===== src/logic/tsss_unused_placeholder_check.sv =====
// Empty compile-order note file is not needed


===== src/include/tsss_pkg.sv =====
// Constants and types of the thermal sensor SMBus slave
package tsss_pkg;

  // Bus addresses
  localparam logic [6:0] TSSS_SLAVE_ADDR_DEF = 7'h4D;
  localparam logic [6:0] TSSS_ARA_ADDR       = 7'h0C;

  // Command codes
  localparam logic [7:0] TSSS_CMD_NONE             = 8'h00;
  localparam logic [7:0] TSSS_READ_TEMP_CMD        = 8'h01;
  localparam logic [7:0] TSSS_READ_STATUS_CMD      = 8'h02;
  localparam logic [7:0] TSSS_READ_CONFIG_CMD      = 8'h03;
  localparam logic [7:0] TSSS_READ_RATE_CMD        = 8'h04;
  localparam logic [7:0] TSSS_READ_HIGH_LIMIT_CMD  = 8'h07;
  localparam logic [7:0] TSSS_READ_LOW_LIMIT_CMD   = 8'h08;
  localparam logic [7:0] TSSS_WRITE_CONFIG_CMD     = 8'h09;
  localparam logic [7:0] TSSS_WRITE_RATE_CMD       = 8'h0A;
  localparam logic [7:0] TSSS_WRITE_HIGH_LIMIT_CMD = 8'h0D;
  localparam logic [7:0] TSSS_WRITE_LOW_LIMIT_CMD  = 8'h0E;
  localparam logic [7:0] TSSS_SINGLE_CONVERSION_CMD = 8'h0F;

  // Reset values
  localparam logic [7:0] TSSS_CONFIG_RST     = 8'h00;
  localparam logic [7:0] TSSS_RATE_RST       = 8'h02;
  localparam logic [7:0] TSSS_HIGH_LIMIT_RST = 8'h7F;
  localparam logic [7:0] TSSS_LOW_LIMIT_RST  = 8'hC9;
  localparam logic [7:0] TSSS_TEMP_RST       = 8'h00;

  // Field positions, highest rate code and last bit index
  localparam int TSSS_CFG_STANDBY_BIT = 6;
  localparam int TSSS_ST_BUSY_BIT     = 7;
  localparam int TSSS_ST_HIGH_BIT     = 4;
  localparam int TSSS_ST_LOW_BIT      = 3;
  localparam int TSSS_ST_OPEN_BIT     = 2;
  localparam logic [7:0] TSSS_RATE_MAX_CODE = 8'h07;
  localparam logic [2:0] TSSS_LAST_BIT      = 3'h7;

  // Timing: slowest conversion period is 16000 ms
  localparam int TSSS_CLK_PERIOD_NS      = 8;
  localparam int TSSS_SLOWEST_PERIOD_MS  = 16000;
  localparam logic [63:0] TSSS_SLOWEST_PERIOD_CYC =
    64'(TSSS_SLOWEST_PERIOD_MS) * 64'h00000000000F4240 / 64'(TSSS_CLK_PERIOD_NS);

  // Converter front end result
  typedef struct packed {
    logic       done;
    logic       open;
    logic [7:0] value;
  } tsss_sample_s;

  // Bus engine states
  typedef enum logic [8:0] {
    TSSS_IDLE     = 9'h001,
    TSSS_ADDR     = 9'h002,
    TSSS_ADDR_ACK = 9'h004,
    TSSS_CMD      = 9'h008,
    TSSS_CMD_ACK  = 9'h010,
    TSSS_DATA     = 9'h020,
    TSSS_DATA_ACK = 9'h040,
    TSSS_TX       = 9'h080,
    TSSS_TX_ACK   = 9'h100
  } tsss_state_e;

endpackage : tsss_pkg


===== src/logic/tsss_slave.sv =====
// SMBus slave, command decoder and registers of the thermal sensor
module tsss_slave #(
  parameter logic [6:0]  SLAVE_ADDR   = tsss_pkg::TSSS_SLAVE_ADDR_DEF,
  parameter logic [31:0] INTERVAL_CYC = 32'(tsss_pkg::TSSS_SLOWEST_PERIOD_CYC)
) (
  // Clock and reset
  input  wire logic                   core_clk,
  input  wire logic                   sys_rst,
  // SMBus pins
  input  wire logic                   smb_clk,
  input  wire logic                   smb_dat_in,
  output logic                        smb_dat_out,
  output logic                        smb_dat_oe_n,
  // Alert pin
  output logic                        thermal_alert_n,
  // Converter front end
  input  wire tsss_pkg::tsss_sample_s sample,
  output logic                        conv_start,
  output logic                        conv_busy
);
  import tsss_pkg::*;

  // Pin synchronisers
  logic        clk_s1_ff;
  logic        clk_s2_ff;
  logic        clk_d_ff;
  logic        dat_s1_ff;
  logic        dat_s2_ff;
  logic        dat_d_ff;
  logic        scl_rise;
  logic        scl_fall;
  logic        start_det;
  logic        stop_det;

  // Bus engine
  tsss_state_e state_ff;
  logic [2:0]  bit_cnt_ff;
  logic [7:0]  rx_sh_ff;
  logic [7:0]  tx_sh_ff;
  logic        oe_n_ff;
  logic        ack_on_ff;
  logic        rw_ff;
  logic        ara_ff;
  logic [7:0]  rx_byte;
  logic [7:0]  tx_byte;
  logic        last_bit;
  logic        addr_hit;
  logic        ara_hit;
  logic        cmd_take;
  logic        data_take;
  logic        read_done;
  logic        one_shot;

  // Registers
  logic [7:0]  cmd_ff;
  logic [7:0]  config_ff;
  logic [7:0]  rate_ff;
  logic [7:0]  high_limit_ff;
  logic [7:0]  low_limit_ff;
  logic [7:0]  temp_ff;
  logic        open_ff;
  logic        high_alarm_flag_ff;
  logic        low_alarm_flag_ff;
  logic        high_cond_ff;
  logic        low_cond_ff;
  logic        alert_n_ff;
  logic [7:0]  status;
  logic        high_cond;
  logic        low_cond;
  logic        status_clr;
  logic        ara_clr;
  logic        busy;

  // Two-stage synchronisers plus one delay stage for edges
  always_ff @(posedge core_clk or posedge sys_rst) begin
    if (sys_rst) begin
      clk_s1_ff <= 1'b1;
      clk_s2_ff <= 1'b1;
      clk_d_ff  <= 1'b1;
      dat_s1_ff <= 1'b1;
      dat_s2_ff <= 1'b1;
      dat_d_ff  <= 1'b1;
    end else begin
      clk_s1_ff <= smb_clk;
      clk_s2_ff <= clk_s1_ff;
      clk_d_ff  <= clk_s2_ff;
      dat_s1_ff <= smb_dat_in;
      dat_s2_ff <= dat_s1_ff;
      dat_d_ff  <= dat_s2_ff;
    end
  end

  // Bus events and byte decode
  always_comb begin
    scl_rise  = clk_s2_ff && !clk_d_ff;
    scl_fall  = !clk_s2_ff && clk_d_ff;
    start_det = clk_s2_ff && clk_d_ff && dat_d_ff && !dat_s2_ff;
    stop_det  = clk_s2_ff && clk_d_ff && !dat_d_ff && dat_s2_ff;
    rx_byte   = {rx_sh_ff[6:0], dat_s2_ff};
    last_bit  = (bit_cnt_ff == TSSS_LAST_BIT);
    addr_hit  = (rx_byte[7:1] == SLAVE_ADDR);
    ara_hit   = (rx_byte[7:1] == TSSS_ARA_ADDR) && rx_byte[0] && !alert_n_ff;
    cmd_take  = scl_rise && (state_ff == TSSS_CMD) && last_bit;
    data_take = scl_rise && (state_ff == TSSS_DATA) && last_bit;
    read_done = scl_rise && (state_ff == TSSS_TX_ACK);
    one_shot  = cmd_take && (rx_byte == TSSS_SINGLE_CONVERSION_CMD);
  end

  // Read data selection
  always_comb begin
    tx_byte = 8'h00;
    if (ara_ff) begin
      tx_byte = {SLAVE_ADDR, 1'b1};
    end else begin
      unique case (cmd_ff)
        TSSS_READ_TEMP_CMD:       tx_byte = temp_ff;
        TSSS_READ_STATUS_CMD:     tx_byte = status;
        TSSS_READ_CONFIG_CMD:     tx_byte = config_ff;
        TSSS_READ_RATE_CMD:       tx_byte = rate_ff;
        TSSS_READ_HIGH_LIMIT_CMD: tx_byte = high_limit_ff;
        TSSS_READ_LOW_LIMIT_CMD:  tx_byte = low_limit_ff;
        default:                  tx_byte = 8'h00;
      endcase
    end
  end

  // Bus engine: bits in on clock rise, drive changes on clock fall
  always_ff @(posedge core_clk or posedge sys_rst) begin
    if (sys_rst) begin
      state_ff   <= TSSS_IDLE;
      bit_cnt_ff <= 3'h0;
      rx_sh_ff   <= 8'h00;
      tx_sh_ff   <= 8'h00;
      oe_n_ff    <= 1'b1;
      ack_on_ff  <= 1'b0;
      rw_ff      <= 1'b0;
      ara_ff     <= 1'b0;
    end else if (start_det) begin
      state_ff   <= TSSS_ADDR;
      bit_cnt_ff <= 3'h0;
      oe_n_ff    <= 1'b1;
      ack_on_ff  <= 1'b0;
      ara_ff     <= 1'b0;
    end else if (stop_det) begin
      state_ff  <= TSSS_IDLE;
      oe_n_ff   <= 1'b1;
      ack_on_ff <= 1'b0;
    end else if (scl_rise) begin
      unique case (state_ff)
        TSSS_ADDR: begin
          rx_sh_ff   <= rx_byte;
          bit_cnt_ff <= bit_cnt_ff + 3'h1;
          if (last_bit) begin
            rw_ff  <= rx_byte[0];
            ara_ff <= ara_hit;
            state_ff <= (addr_hit || ara_hit) ? TSSS_ADDR_ACK : TSSS_IDLE;
          end
        end
        TSSS_CMD: begin
          rx_sh_ff   <= rx_byte;
          bit_cnt_ff <= bit_cnt_ff + 3'h1;
          if (last_bit) begin
            state_ff <= TSSS_CMD_ACK;
          end
        end
        TSSS_DATA: begin
          rx_sh_ff   <= rx_byte;
          bit_cnt_ff <= bit_cnt_ff + 3'h1;
          if (last_bit) begin
            state_ff <= TSSS_DATA_ACK;
          end
        end
        TSSS_TX: begin
          tx_sh_ff   <= {tx_sh_ff[6:0], 1'b0};
          bit_cnt_ff <= bit_cnt_ff + 3'h1;
          if (last_bit) begin
            state_ff <= TSSS_TX_ACK;
          end
        end
        TSSS_TX_ACK: begin
          bit_cnt_ff <= 3'h0;
          tx_sh_ff   <= tx_byte;
          state_ff   <= dat_s2_ff ? TSSS_IDLE : TSSS_TX;
        end
        default: begin
        end
      endcase
    end else if (scl_fall) begin
      unique case (state_ff)
        TSSS_ADDR_ACK, TSSS_CMD_ACK, TSSS_DATA_ACK: begin
          if (!ack_on_ff) begin
            oe_n_ff   <= 1'b0;
            ack_on_ff <= 1'b1;
          end else begin
            ack_on_ff  <= 1'b0;
            bit_cnt_ff <= 3'h0;
            oe_n_ff    <= 1'b1;
            if (state_ff == TSSS_ADDR_ACK && rw_ff) begin
              state_ff <= TSSS_TX;
              tx_sh_ff <= tx_byte;
              oe_n_ff  <= tx_byte[7];
            end else if (state_ff == TSSS_ADDR_ACK) begin
              state_ff <= TSSS_CMD;
            end else if (state_ff == TSSS_CMD_ACK) begin
              state_ff <= TSSS_DATA;
            end else begin
              state_ff <= TSSS_IDLE;
            end
          end
        end
        TSSS_TX: begin
          oe_n_ff <= tx_sh_ff[7];
        end
        TSSS_TX_ACK: begin
          oe_n_ff <= 1'b1;
        end
        default: begin
        end
      endcase
    end
  end

  // Command pointer
  always_ff @(posedge core_clk or posedge sys_rst) begin
    if (sys_rst) begin
      cmd_ff <= TSSS_CMD_NONE;
    end else if (cmd_take) begin
      cmd_ff <= rx_byte;
    end
  end

  // Writable registers
  always_ff @(posedge core_clk or posedge sys_rst) begin
    if (sys_rst) begin
      config_ff     <= TSSS_CONFIG_RST;
      rate_ff       <= TSSS_RATE_RST;
      high_limit_ff <= TSSS_HIGH_LIMIT_RST;
      low_limit_ff  <= TSSS_LOW_LIMIT_RST;
    end else if (data_take) begin
      unique case (cmd_ff)
        TSSS_WRITE_CONFIG_CMD:     config_ff     <= rx_byte;
        TSSS_WRITE_RATE_CMD:       rate_ff       <= rx_byte;
        TSSS_WRITE_HIGH_LIMIT_CMD: high_limit_ff <= rx_byte;
        TSSS_WRITE_LOW_LIMIT_CMD:  low_limit_ff  <= rx_byte;
        default: begin
        end
      endcase
    end
  end

  // Conversion result
  always_ff @(posedge core_clk or posedge sys_rst) begin
    if (sys_rst) begin
      temp_ff <= TSSS_TEMP_RST;
      open_ff <= 1'b0;
    end else if (sample.done) begin
      temp_ff <= sample.value;
      open_ff <= sample.open;
    end
  end

  // Alarm comparison against the new sample
  always_comb begin
    high_cond  = sample.done && ($signed(sample.value) >= $signed(high_limit_ff));
    low_cond   = sample.done && ($signed(sample.value) <= $signed(low_limit_ff));
    status_clr = read_done && !ara_ff && (cmd_ff == TSSS_READ_STATUS_CMD);
    ara_clr    = read_done && ara_ff;
    status = 8'h00;
    status[TSSS_ST_BUSY_BIT] = busy;
    status[TSSS_ST_HIGH_BIT] = high_alarm_flag_ff;
    status[TSSS_ST_LOW_BIT]  = low_alarm_flag_ff;
    status[TSSS_ST_OPEN_BIT] = open_ff;
  end

  // Sticky alarm flags; a new event wins over the read clear
  always_ff @(posedge core_clk or posedge sys_rst) begin
    if (sys_rst) begin
      high_alarm_flag_ff <= 1'b0;
      low_alarm_flag_ff  <= 1'b0;
      high_cond_ff       <= 1'b0;
      low_cond_ff        <= 1'b0;
    end else begin
      if (sample.done) begin
        high_cond_ff <= high_cond;
        low_cond_ff  <= low_cond;
      end
      high_alarm_flag_ff <= high_cond || (high_alarm_flag_ff && !(status_clr && !high_cond_ff));
      low_alarm_flag_ff  <= low_cond || (low_alarm_flag_ff && !(status_clr && !low_cond_ff));
    end
  end

  // Latched alert, released only by an alert response read
  always_ff @(posedge core_clk or posedge sys_rst) begin
    if (sys_rst) begin
      alert_n_ff <= 1'b1;
    end else if (high_cond || low_cond) begin
      alert_n_ff <= 1'b0;
    end else if (ara_clr) begin
      alert_n_ff <= 1'b1;
    end
  end

  // Conversion scheduler
  tsss_conv #(
    .INTERVAL_CYC (INTERVAL_CYC)
  ) u_conv (
    .core_clk   (core_clk),
    .sys_rst    (sys_rst),
    .standby    (config_ff[TSSS_CFG_STANDBY_BIT]),
    .rate_code  (rate_ff),
    .one_shot   (one_shot),
    .conv_done  (sample.done),
    .conv_start (conv_start),
    .conv_busy  (busy)
  );

  assign conv_busy       = busy;
  assign smb_dat_out     = 1'b0;
  assign smb_dat_oe_n    = oe_n_ff;
  assign thermal_alert_n = alert_n_ff;

endmodule : tsss_slave


===== src/logic/tsss_conv.sv =====
// Conversion scheduler: rate timer, one-shot and busy tracking
module tsss_conv #(
  parameter logic [31:0] INTERVAL_CYC = 32'(tsss_pkg::TSSS_SLOWEST_PERIOD_CYC)
) (
  // Clock and reset
  input  wire logic       core_clk,
  input  wire logic       sys_rst,
  // Control
  input  wire logic       standby,
  input  wire logic [7:0] rate_code,
  input  wire logic       one_shot,
  input  wire logic       conv_done,
  // Converter control
  output logic            conv_start,
  output logic            conv_busy
);
  import tsss_pkg::*;

  logic [31:0] timer_ff;
  logic [31:0] interval;
  logic [2:0]  code_eff;
  logic        busy_ff;
  logic        start_ff;
  logic        auto_due;
  logic        shot_ok;

  always_comb begin
    code_eff = (rate_code > TSSS_RATE_MAX_CODE) ? TSSS_RATE_MAX_CODE[2:0] : rate_code[2:0];
    interval = INTERVAL_CYC >> code_eff;
    auto_due = !standby && !busy_ff && (timer_ff == 32'h00000000);
    shot_ok  = one_shot && !busy_ff;
  end

  // Interval timer, zero at reset so the first conversion starts at once
  always_ff @(posedge core_clk or posedge sys_rst) begin
    if (sys_rst) begin
      timer_ff <= 32'h00000000;
    end else if (shot_ok || auto_due) begin
      timer_ff <= interval - 32'h00000001;
    end else if (standby) begin
      timer_ff <= interval - 32'h00000001;
    end else if (timer_ff != 32'h00000000) begin
      timer_ff <= timer_ff - 32'h00000001;
    end
  end

  // Busy flag and start pulse
  always_ff @(posedge core_clk or posedge sys_rst) begin
    if (sys_rst) begin
      busy_ff  <= 1'b0;
      start_ff <= 1'b0;
    end else begin
      start_ff <= shot_ok || auto_due;
      if (shot_ok || auto_due) begin
        busy_ff <= 1'b1;
      end else if (conv_done) begin
        busy_ff <= 1'b0;
      end
    end
  end

  assign conv_start = start_ff;
  assign conv_busy  = busy_ff;

endmodule : tsss_conv


===== config.mk =====
export PLATFORM = sky130hd
export DESIGN_NAME = tsss_slave
export DESIGN_NICKNAME = d
export VERILOG_FILES = /design/src/logic/tsss_unused_placeholder_check.sv /design/src/include/tsss_pkg.sv /design/src/logic/tsss_slave.sv /design/src/logic/tsss_conv.sv
export SDC_FILE = /design/constraint.sdc
export NUM_CORES = 1
export LEC_CHECK = 0
export BUFFER_PORTS_ARGS = -buffer_cell sky130_fd_sc_hd__buf_2
export CAP_MARGIN = 30
export CORE_ASPECT_RATIO = 1.75
export CORE_UTILIZATION = 50
export DETAILED_ROUTE_END_ITERATION = 10
export GPL_TIMING_DRIVEN = 0
export PLACE_DENSITY = 0.66
export SYNTH_ARGS = -nofsm -noshare
export SYNTH_HDL_FRONTEND = slang
export SYNTH_SLANG_ARGS = --single-unit

===== constraint.sdc =====
create_clock -name core_clk -period 3.9 [get_ports core_clk]
set_input_delay 0.195 -clock core_clk [delete_from_list [all_inputs] [get_ports core_clk]]
set_output_delay 0.195 -clock core_clk [all_outputs]
set_load 0.03 [all_outputs]

; After elaboration in Yosys (flattened, before gate mapping)
; Cells that the tools add are included.
[classes]
addsub = 3
multipliers = 0
div_mod_pow = 0
order_cmp = 3
n_eq_ne = 31
shift = 1
mux = 57
n_bitwise = 2
n_reduce_logical = 81
[ops]
columns = cell, count
row1 = 32-bit 2-to-1 mux, 3
row2 = 9-bit 2-to-1 mux, 10
row3 = 8-bit 2-to-1 mux, 8
row4 = "32-bit by 1-bit subtractor with 32-bit output, second input constant", 2
row5 = "8-bit by 4-bit == test with 1-bit output, second input constant", 6
row6 = 8-bit one-hot mux with 6 select lines, 1
row7 = 9-bit one-hot mux with 5 select lines, 1
row8 = 32-bit logical NOT, 1
row9 = 32-bit nonzero test, 1
row10 = "31-bit by 3-bit >> shifter with 32-bit output, first input constant", 1
row11 = 1-bit logical AND, 28
row12 = 3-bit 2-to-1 mux, 8
row13 = 1-bit 2-to-1 mux, 21
row14 = "5-bit inequality test, second input constant", 4
row15 = 2-bit nonzero test, 9
row16 = 3-bit nonzero test, 6
row17 = "8-bit by 2-bit == test with 1-bit output, second input constant", 2
row18 = "8-bit by 3-bit == test with 1-bit output, second input constant", 2
row19 = 8-bit one-hot mux with 2 select lines, 1
row20 = 1-bit logical NOT, 12
row21 = 6-bit 2-to-1 mux, 2
row22 = 4-bit nonzero test, 3
row23 = 5-bit AND reduction, 2
row24 = "9-bit by 2-bit == test with 1-bit output, second input constant", 1
row25 = other kinds (31), 43
[totals]
reg_bits = 125
latch_bits = 0
ramBits = 0
mem_bits_ro = 0
input_bits = 14
output_inout_bits = 5
mem_count = 0

; Longest topological paths before layout
[depth]
depth_word = 10
depth_mapped = 11
ltp_nobuf = 11

; By module
; From an unflattened synthesis, not the netlist that was laid out.
[hier_totals]
hier_cells = 731
area_unflattened_um2 = 7532.2
[by_module_without_submodules]
columns = module, instances, cells_per_inst, area_per_inst_um2, seq_area_each_um2
row1 = tsss_slave, 1, 467, 5081.1, 2303.5
row2 = tsss_conv, 1, 264, 2451.1, 850.8

; Worst setup path after synthesis
; OpenSTA, ideal clock, no wires.
[synth_timing]
kind = flip-flop to flip-flop
startpoint = reg rate_ff[7]
endpoint = reg u_conv.timer_ff[9]
setup_time_ns = 0.094
t_arrival_ns = 2.626
slack_ns = 1.180
path_stages_with_launch = 12
n_path_buf = 0
period_less_slack_ns = 2.720
path_cell_list = dfrtp_1 or4_1 nor3_1 inv_1 ha_1 nand2_1 ha_1 nand2_1 xor2_1 a21oi_1 nor2_1 a211oi_1
[synth_via]
elab_chain_cells = 6
[synth_lines]
columns = element, line
row1 = start: declaration, tsss_slave.sv:57  ; logic [7:0] rate_ff;
row2 = start signal: assignment, tsss_slave.sv:242  ; TSSS_WRITE_RATE_CMD: rate_ff <= rx_byte;
row3 = 8-bit by 3-bit greater-than comparator with 1-bit output (*), tsss_conv.sv:28  ; code_eff = (rate_code > TSSS_RATE_MAX_CODE) ? TSSS_RATE_MAX_CODE[2:0] : rate_code[2:0];
row4 = 3-bit 2-to-1 mux (*), tsss_conv.sv:28
row5 = 31-bit by 3-bit >> shifter with 32-bit output (*), tsss_conv.sv:29  ; interval = INTERVAL_CYC >> code_eff;
row6 = 32-bit by 1-bit subtractor with 32-bit output (*), "tsss_conv.sv:39, tsss_conv.sv:41"
row7 = 32-bit 2-to-1 mux, tsss_conv.sv:40  ; end else if (standby) begin
row8 = 32-bit 2-to-1 mux (*), tsss_conv.sv:38  ; end else if (shot_ok || auto_due) begin
row9 = end signal: assignment, tsss_conv.sv:39  ; timer_ff <= interval - 32'h00000001;
row10 = end signal: assignment, tsss_conv.sv:41  ; timer_ff <= interval - 32'h00000001;
row11 = end signal: assignment, tsss_conv.sv:43  ; timer_ff <= timer_ff - 32'h00000001;
row12 = end: declaration, tsss_conv.sv:19  ; logic [31:0] timer_ff;
; Every way passes the cells marked *; elsewhere a longest branch is shown, timed or not.
; A chain may end at the register's enable or synchronous reset.

; Final worst setup path
[layout_timing]
startpoint = reg bit_cnt_ff[0]
endpoint = reg u_conv.timer_ff[28]
[layout_via]
elab_chain_cells = 6
elab_cells_between_ends = 7
cone_classes = 1 x eq/ne / 1 x mux / 5 x reduce/logical
[layout_lines]
columns = element, line
row1 = start: declaration, tsss_slave.sv:37  ; logic [2:0] bit_cnt_ff;
row2 = start signal: assignment, tsss_slave.sv:152  ; bit_cnt_ff <= bit_cnt_ff + 3'h1;
row3 = start signal: assignment, tsss_slave.sv:161  ; bit_cnt_ff <= bit_cnt_ff + 3'h1;
row4 = start signal: assignment, tsss_slave.sv:168  ; bit_cnt_ff <= bit_cnt_ff + 3'h1;
row5 = 3-bit == test (*), tsss_slave.sv:100  ; last_bit = (bit_cnt_ff == TSSS_LAST_BIT);
row6 = 1-bit logical AND (*), tsss_slave.sv:103  ; cmd_take = scl_rise && (state_ff == TSSS_CMD) && last_bit;
row7 = 1-bit logical AND (*), tsss_slave.sv:106  ; one_shot = cmd_take && (rx_byte == TSSS_SINGLE_CONVERSION_CMD);
row8 = 1-bit logical AND (*), tsss_conv.sv:31  ; shot_ok = one_shot && !busy_ff;
row9 = 1-bit logical OR (*), tsss_conv.sv:38
row10 = 3-bit nonzero test (no line) / 32-bit 2-to-1 mux (equally long branches), -
; Marks and branches as above.

==> metrics <==
worst path arrival time between 3 and 4 ns; Crit Path Max Fanout 10; outcome complete, no violations; Detail Route Antenna Nets 0; Hold Path Class in -> reg; routed len/inst 20.32 microns; Mapped Cells 737; # DRC 0; CP required 4.20 ns; final setup margin about 0.63 ns; Yosys top cell by area dfrtp_1; pre-CTS setup slack approximately 0.047 ns; Root Driver clkbuf_16; core outline area roughly 0.014 sq mm; Clk Latency, worst-skew pair between 0.4 and 0.5 ns; GRT Util Overall around 28%; vias per std cell 6.174; WL final 19790 microns; initial antenna violation count 0; post-synth cell types 67; peak supply drop ~0.00030 V; final hold violation count 0; Multi-input gate area about 0.004 sq mm; Die X-Extent just over 90 microns; post-synthesis sequential area ratio around 43%; largest net degree at the start of global routing 100; Max Cap Viol 0; 1st-iter DRT viols roughly 310; Mapped Nets about 780; Most used DFF post-synth dfrtp_1; worst-margin pin slew roughly 1.0 ns; CTS max path bufs 2; Netlist Area Pre-Place 0.007313 sq mm; Clock Sinks 125; FF+latch count, synth between 100 and 150; YS warnings 0; Worst Hold Slack 0.02852 ns; Final Cell Area roughly 0.0083 sq mm; CTS clock-pin slew for the worst setup and hold paths about 0.07 ns; layout cells sized above 1 between 10% and 20%; worst relative slew slack 31.72%; CTS tree yes; RSZ-0062 raised after global routing false; crit start category register; Fill cells around 1.2k; initial core utilization between 50% and 60%; grt ovf 0; GPL Wtd Cong about 0.96; clock skew ~0.017 ns; number of synthesized flops with an enable pin 0; minimum clock period after layout around 3.3 ns; hpwl dp 14590 microns; ant diodes 0; dpl cell area 0.007656 sq mm; Inst Count DP between 900 and 1k; LEAKAGE ~0.0035 uW; net count of the finished layout roughly 830; vias in the first global route between 6k and 7k; highest clock rate 305.9 MHz; H-tree levels 4; boundary pin count 19; Syn Area/Cell 9.923 sq um; first-pass GRT wire length roughly 32000 microns; pins over their slew limit 0; Final Non-Filler Cells between 900 and 1k; DR vias around 6.0k; pwr dens about 420 mW/mm^2; FFs w/ async S/R, synth 100.0%; number of core rows 58; Final period util between 80 and 90%; setup_tns 0 ns; FF+latch area around 0.0032 sq mm; die area 0.01513 sq mm; die height 162.0 microns; top cells by area, synth dfrtp_1 36%, mux2_2 9.7%, dfstp_2 7.5%; # setup viols final 0; CP Class reg -> reg; Num CTS Buffers 17; DR pass1 iterations 5; I/O Buffers 17; endpoint class of the critical path register; synth-to-layout area growth 13.77%; post-synth top area share between 30% and 40%
==> cells by family after synthesis <==
| kind of cell | count (synthesis) | share of synthesized area [%] |
|---|---|---|
| other | 1 | 0.05128 |
| flip-flops | 125 | 43.13 |
| AO/OA/AOI/OAI | 156 | 14.13 |
| multiplexers | 70 | 10.66 |
| buffers and inverters | 66 | 3.456 |
| AND/OR/NAND/NOR | 253 | 19.08 |
| XOR/XNOR | 35 | 4.192 |
| adder cells (fa/ha/maj) | 31 | 5.304 |
==> flip-flops by register name (all words and copies together) (netlist names), 3 cells and up <==
register         cells
u_conv.timer_ff     32
tx_sh_ff             8
high_limit_ff        8
config_ff            8
cmd_ff               8
bit_cnt_ff           3
state_ff             9
rx_sh_ff             7
temp_ff              8
low_limit_ff         8
rate_ff              8
==> layout make-up <==
type	count	share of cell area [%]
Multi-Input combinational cell	546	47.02
Sequential cell	125	37.91
Clock buffer	18	5.158
Tap cell	180	2.707
Timing Repair Buffer	25	2.075
Clock inverter	14	2.030
Buffer	35	1.639
Inverter	31	1.459
==> routing by layer <==
metal  global-route usage [%]  routed length (microns)  vias to the layer above
met2                    50.50                    10600                      197
met4                    18.18                     1217                        0
met3                    4.213                      743                       81
met1                    29.78                     7225                     2939
met5                        0                        0                        -
li1                         -                        -                     2796
==> worst max-delay path: stages, from the launching register on <==
cell	delay (ns)
dfrtp_1	0.39
ha_1	0.17
ha_1	0.26
nor4bb_1	0.36
nand4_1	0.15
buf_4	0.19
nor4_2	0.40
a221oi_1	0.25
clkbuf_1	0.27
clkbuf_1	0.33
a211oi_1	0.38
==> Yosys cell counts, drive strengths merged, types with 13 or more instances <==
cell    instances
dfrtp         104
mux2           63
nand2          50
nor2           45
o21ai          36
nor3           35
clkbuf         32
a21oi          31
ha             31
inv            31
a211oi         26
dfstp          21
xnor2          19
or4            16
xor2           16
nor2b          13
==> final timing paths <==
check                                   start             endpoint  slack [ns]  depth (start not counted)
worst max-delay path            bit_cnt_ff[0]  u_conv.timer_ff[28]        0.63                         10
worst min-delay path                sample[8]              open_ff        0.03                          2
worst max register to register  bit_cnt_ff[0]  u_conv.timer_ff[28]        0.63                         10
worst min register to register      dat_s1_ff            dat_s2_ff        0.35                          0
max in group asynchronous             sys_rst         smb_dat_oe_n        2.81                          4
min in group asynchronous             sys_rst   u_conv.timer_ff[2]        0.28                          3
==> through the flow <==
stage	util [%]	total power [uW]
after floorplan	-	1785
after global placement	53.33	1883
after detailed placement	53.55	1904
after CTS	57.99	3518
after global routing	58.20	3642
final	58.20	3497
==> placed cells by master, fill, tap and decap left out, drive strengths merged, types with 5 or more instances in the layout <==
cell type | synthesis | routed
xnor2 | 19 | 19
a31oi | 5 | 5
nand3 | 12 | 12
dfstp | 21 | 21
inv | 31 | 33
clkbuf | 32 | 50
or3 | 9 | 9
dfrtp | 104 | 104
a21oi | 31 | 31
o31ai | 7 | 7
nor3 | 35 | 35
nand4 | 8 | 8
nor2b | 13 | 13
buf | 3 | 25
nor4 | 12 | 12
mux2i | 7 | 7
ha | 31 | 31
mux2 | 63 | 63
clkinv | 0 | 7
o21ai | 36 | 36
and2 | 6 | 6
or2 | 5 | 5
nand2 | 50 | 50
nand2b | 8 | 8
and3 | 11 | 11
nor2 | 45 | 45
or4 | 16 | 16
a211oi | 26 | 26
nand3b | 9 | 9
xor2 | 16 | 16
a22oi | 9 | 9
==> where the power goes <==
group	internal [uW]	switching [uW]
clock network	1010	598
logic	168	207
registers	1410	112
==> timing repair <==
item                                    in CTS  in global routing
pin swaps                                    0                  1
endpoints found under the setup margin       1                 11
gates cloned                                 0                  0
hold buffers                                 3                  0
hold endpoints to repair                    28                  0
setup buffers                                0                  4
gates resized for setup                      1                  0
(Power assumes the default switching activity.)
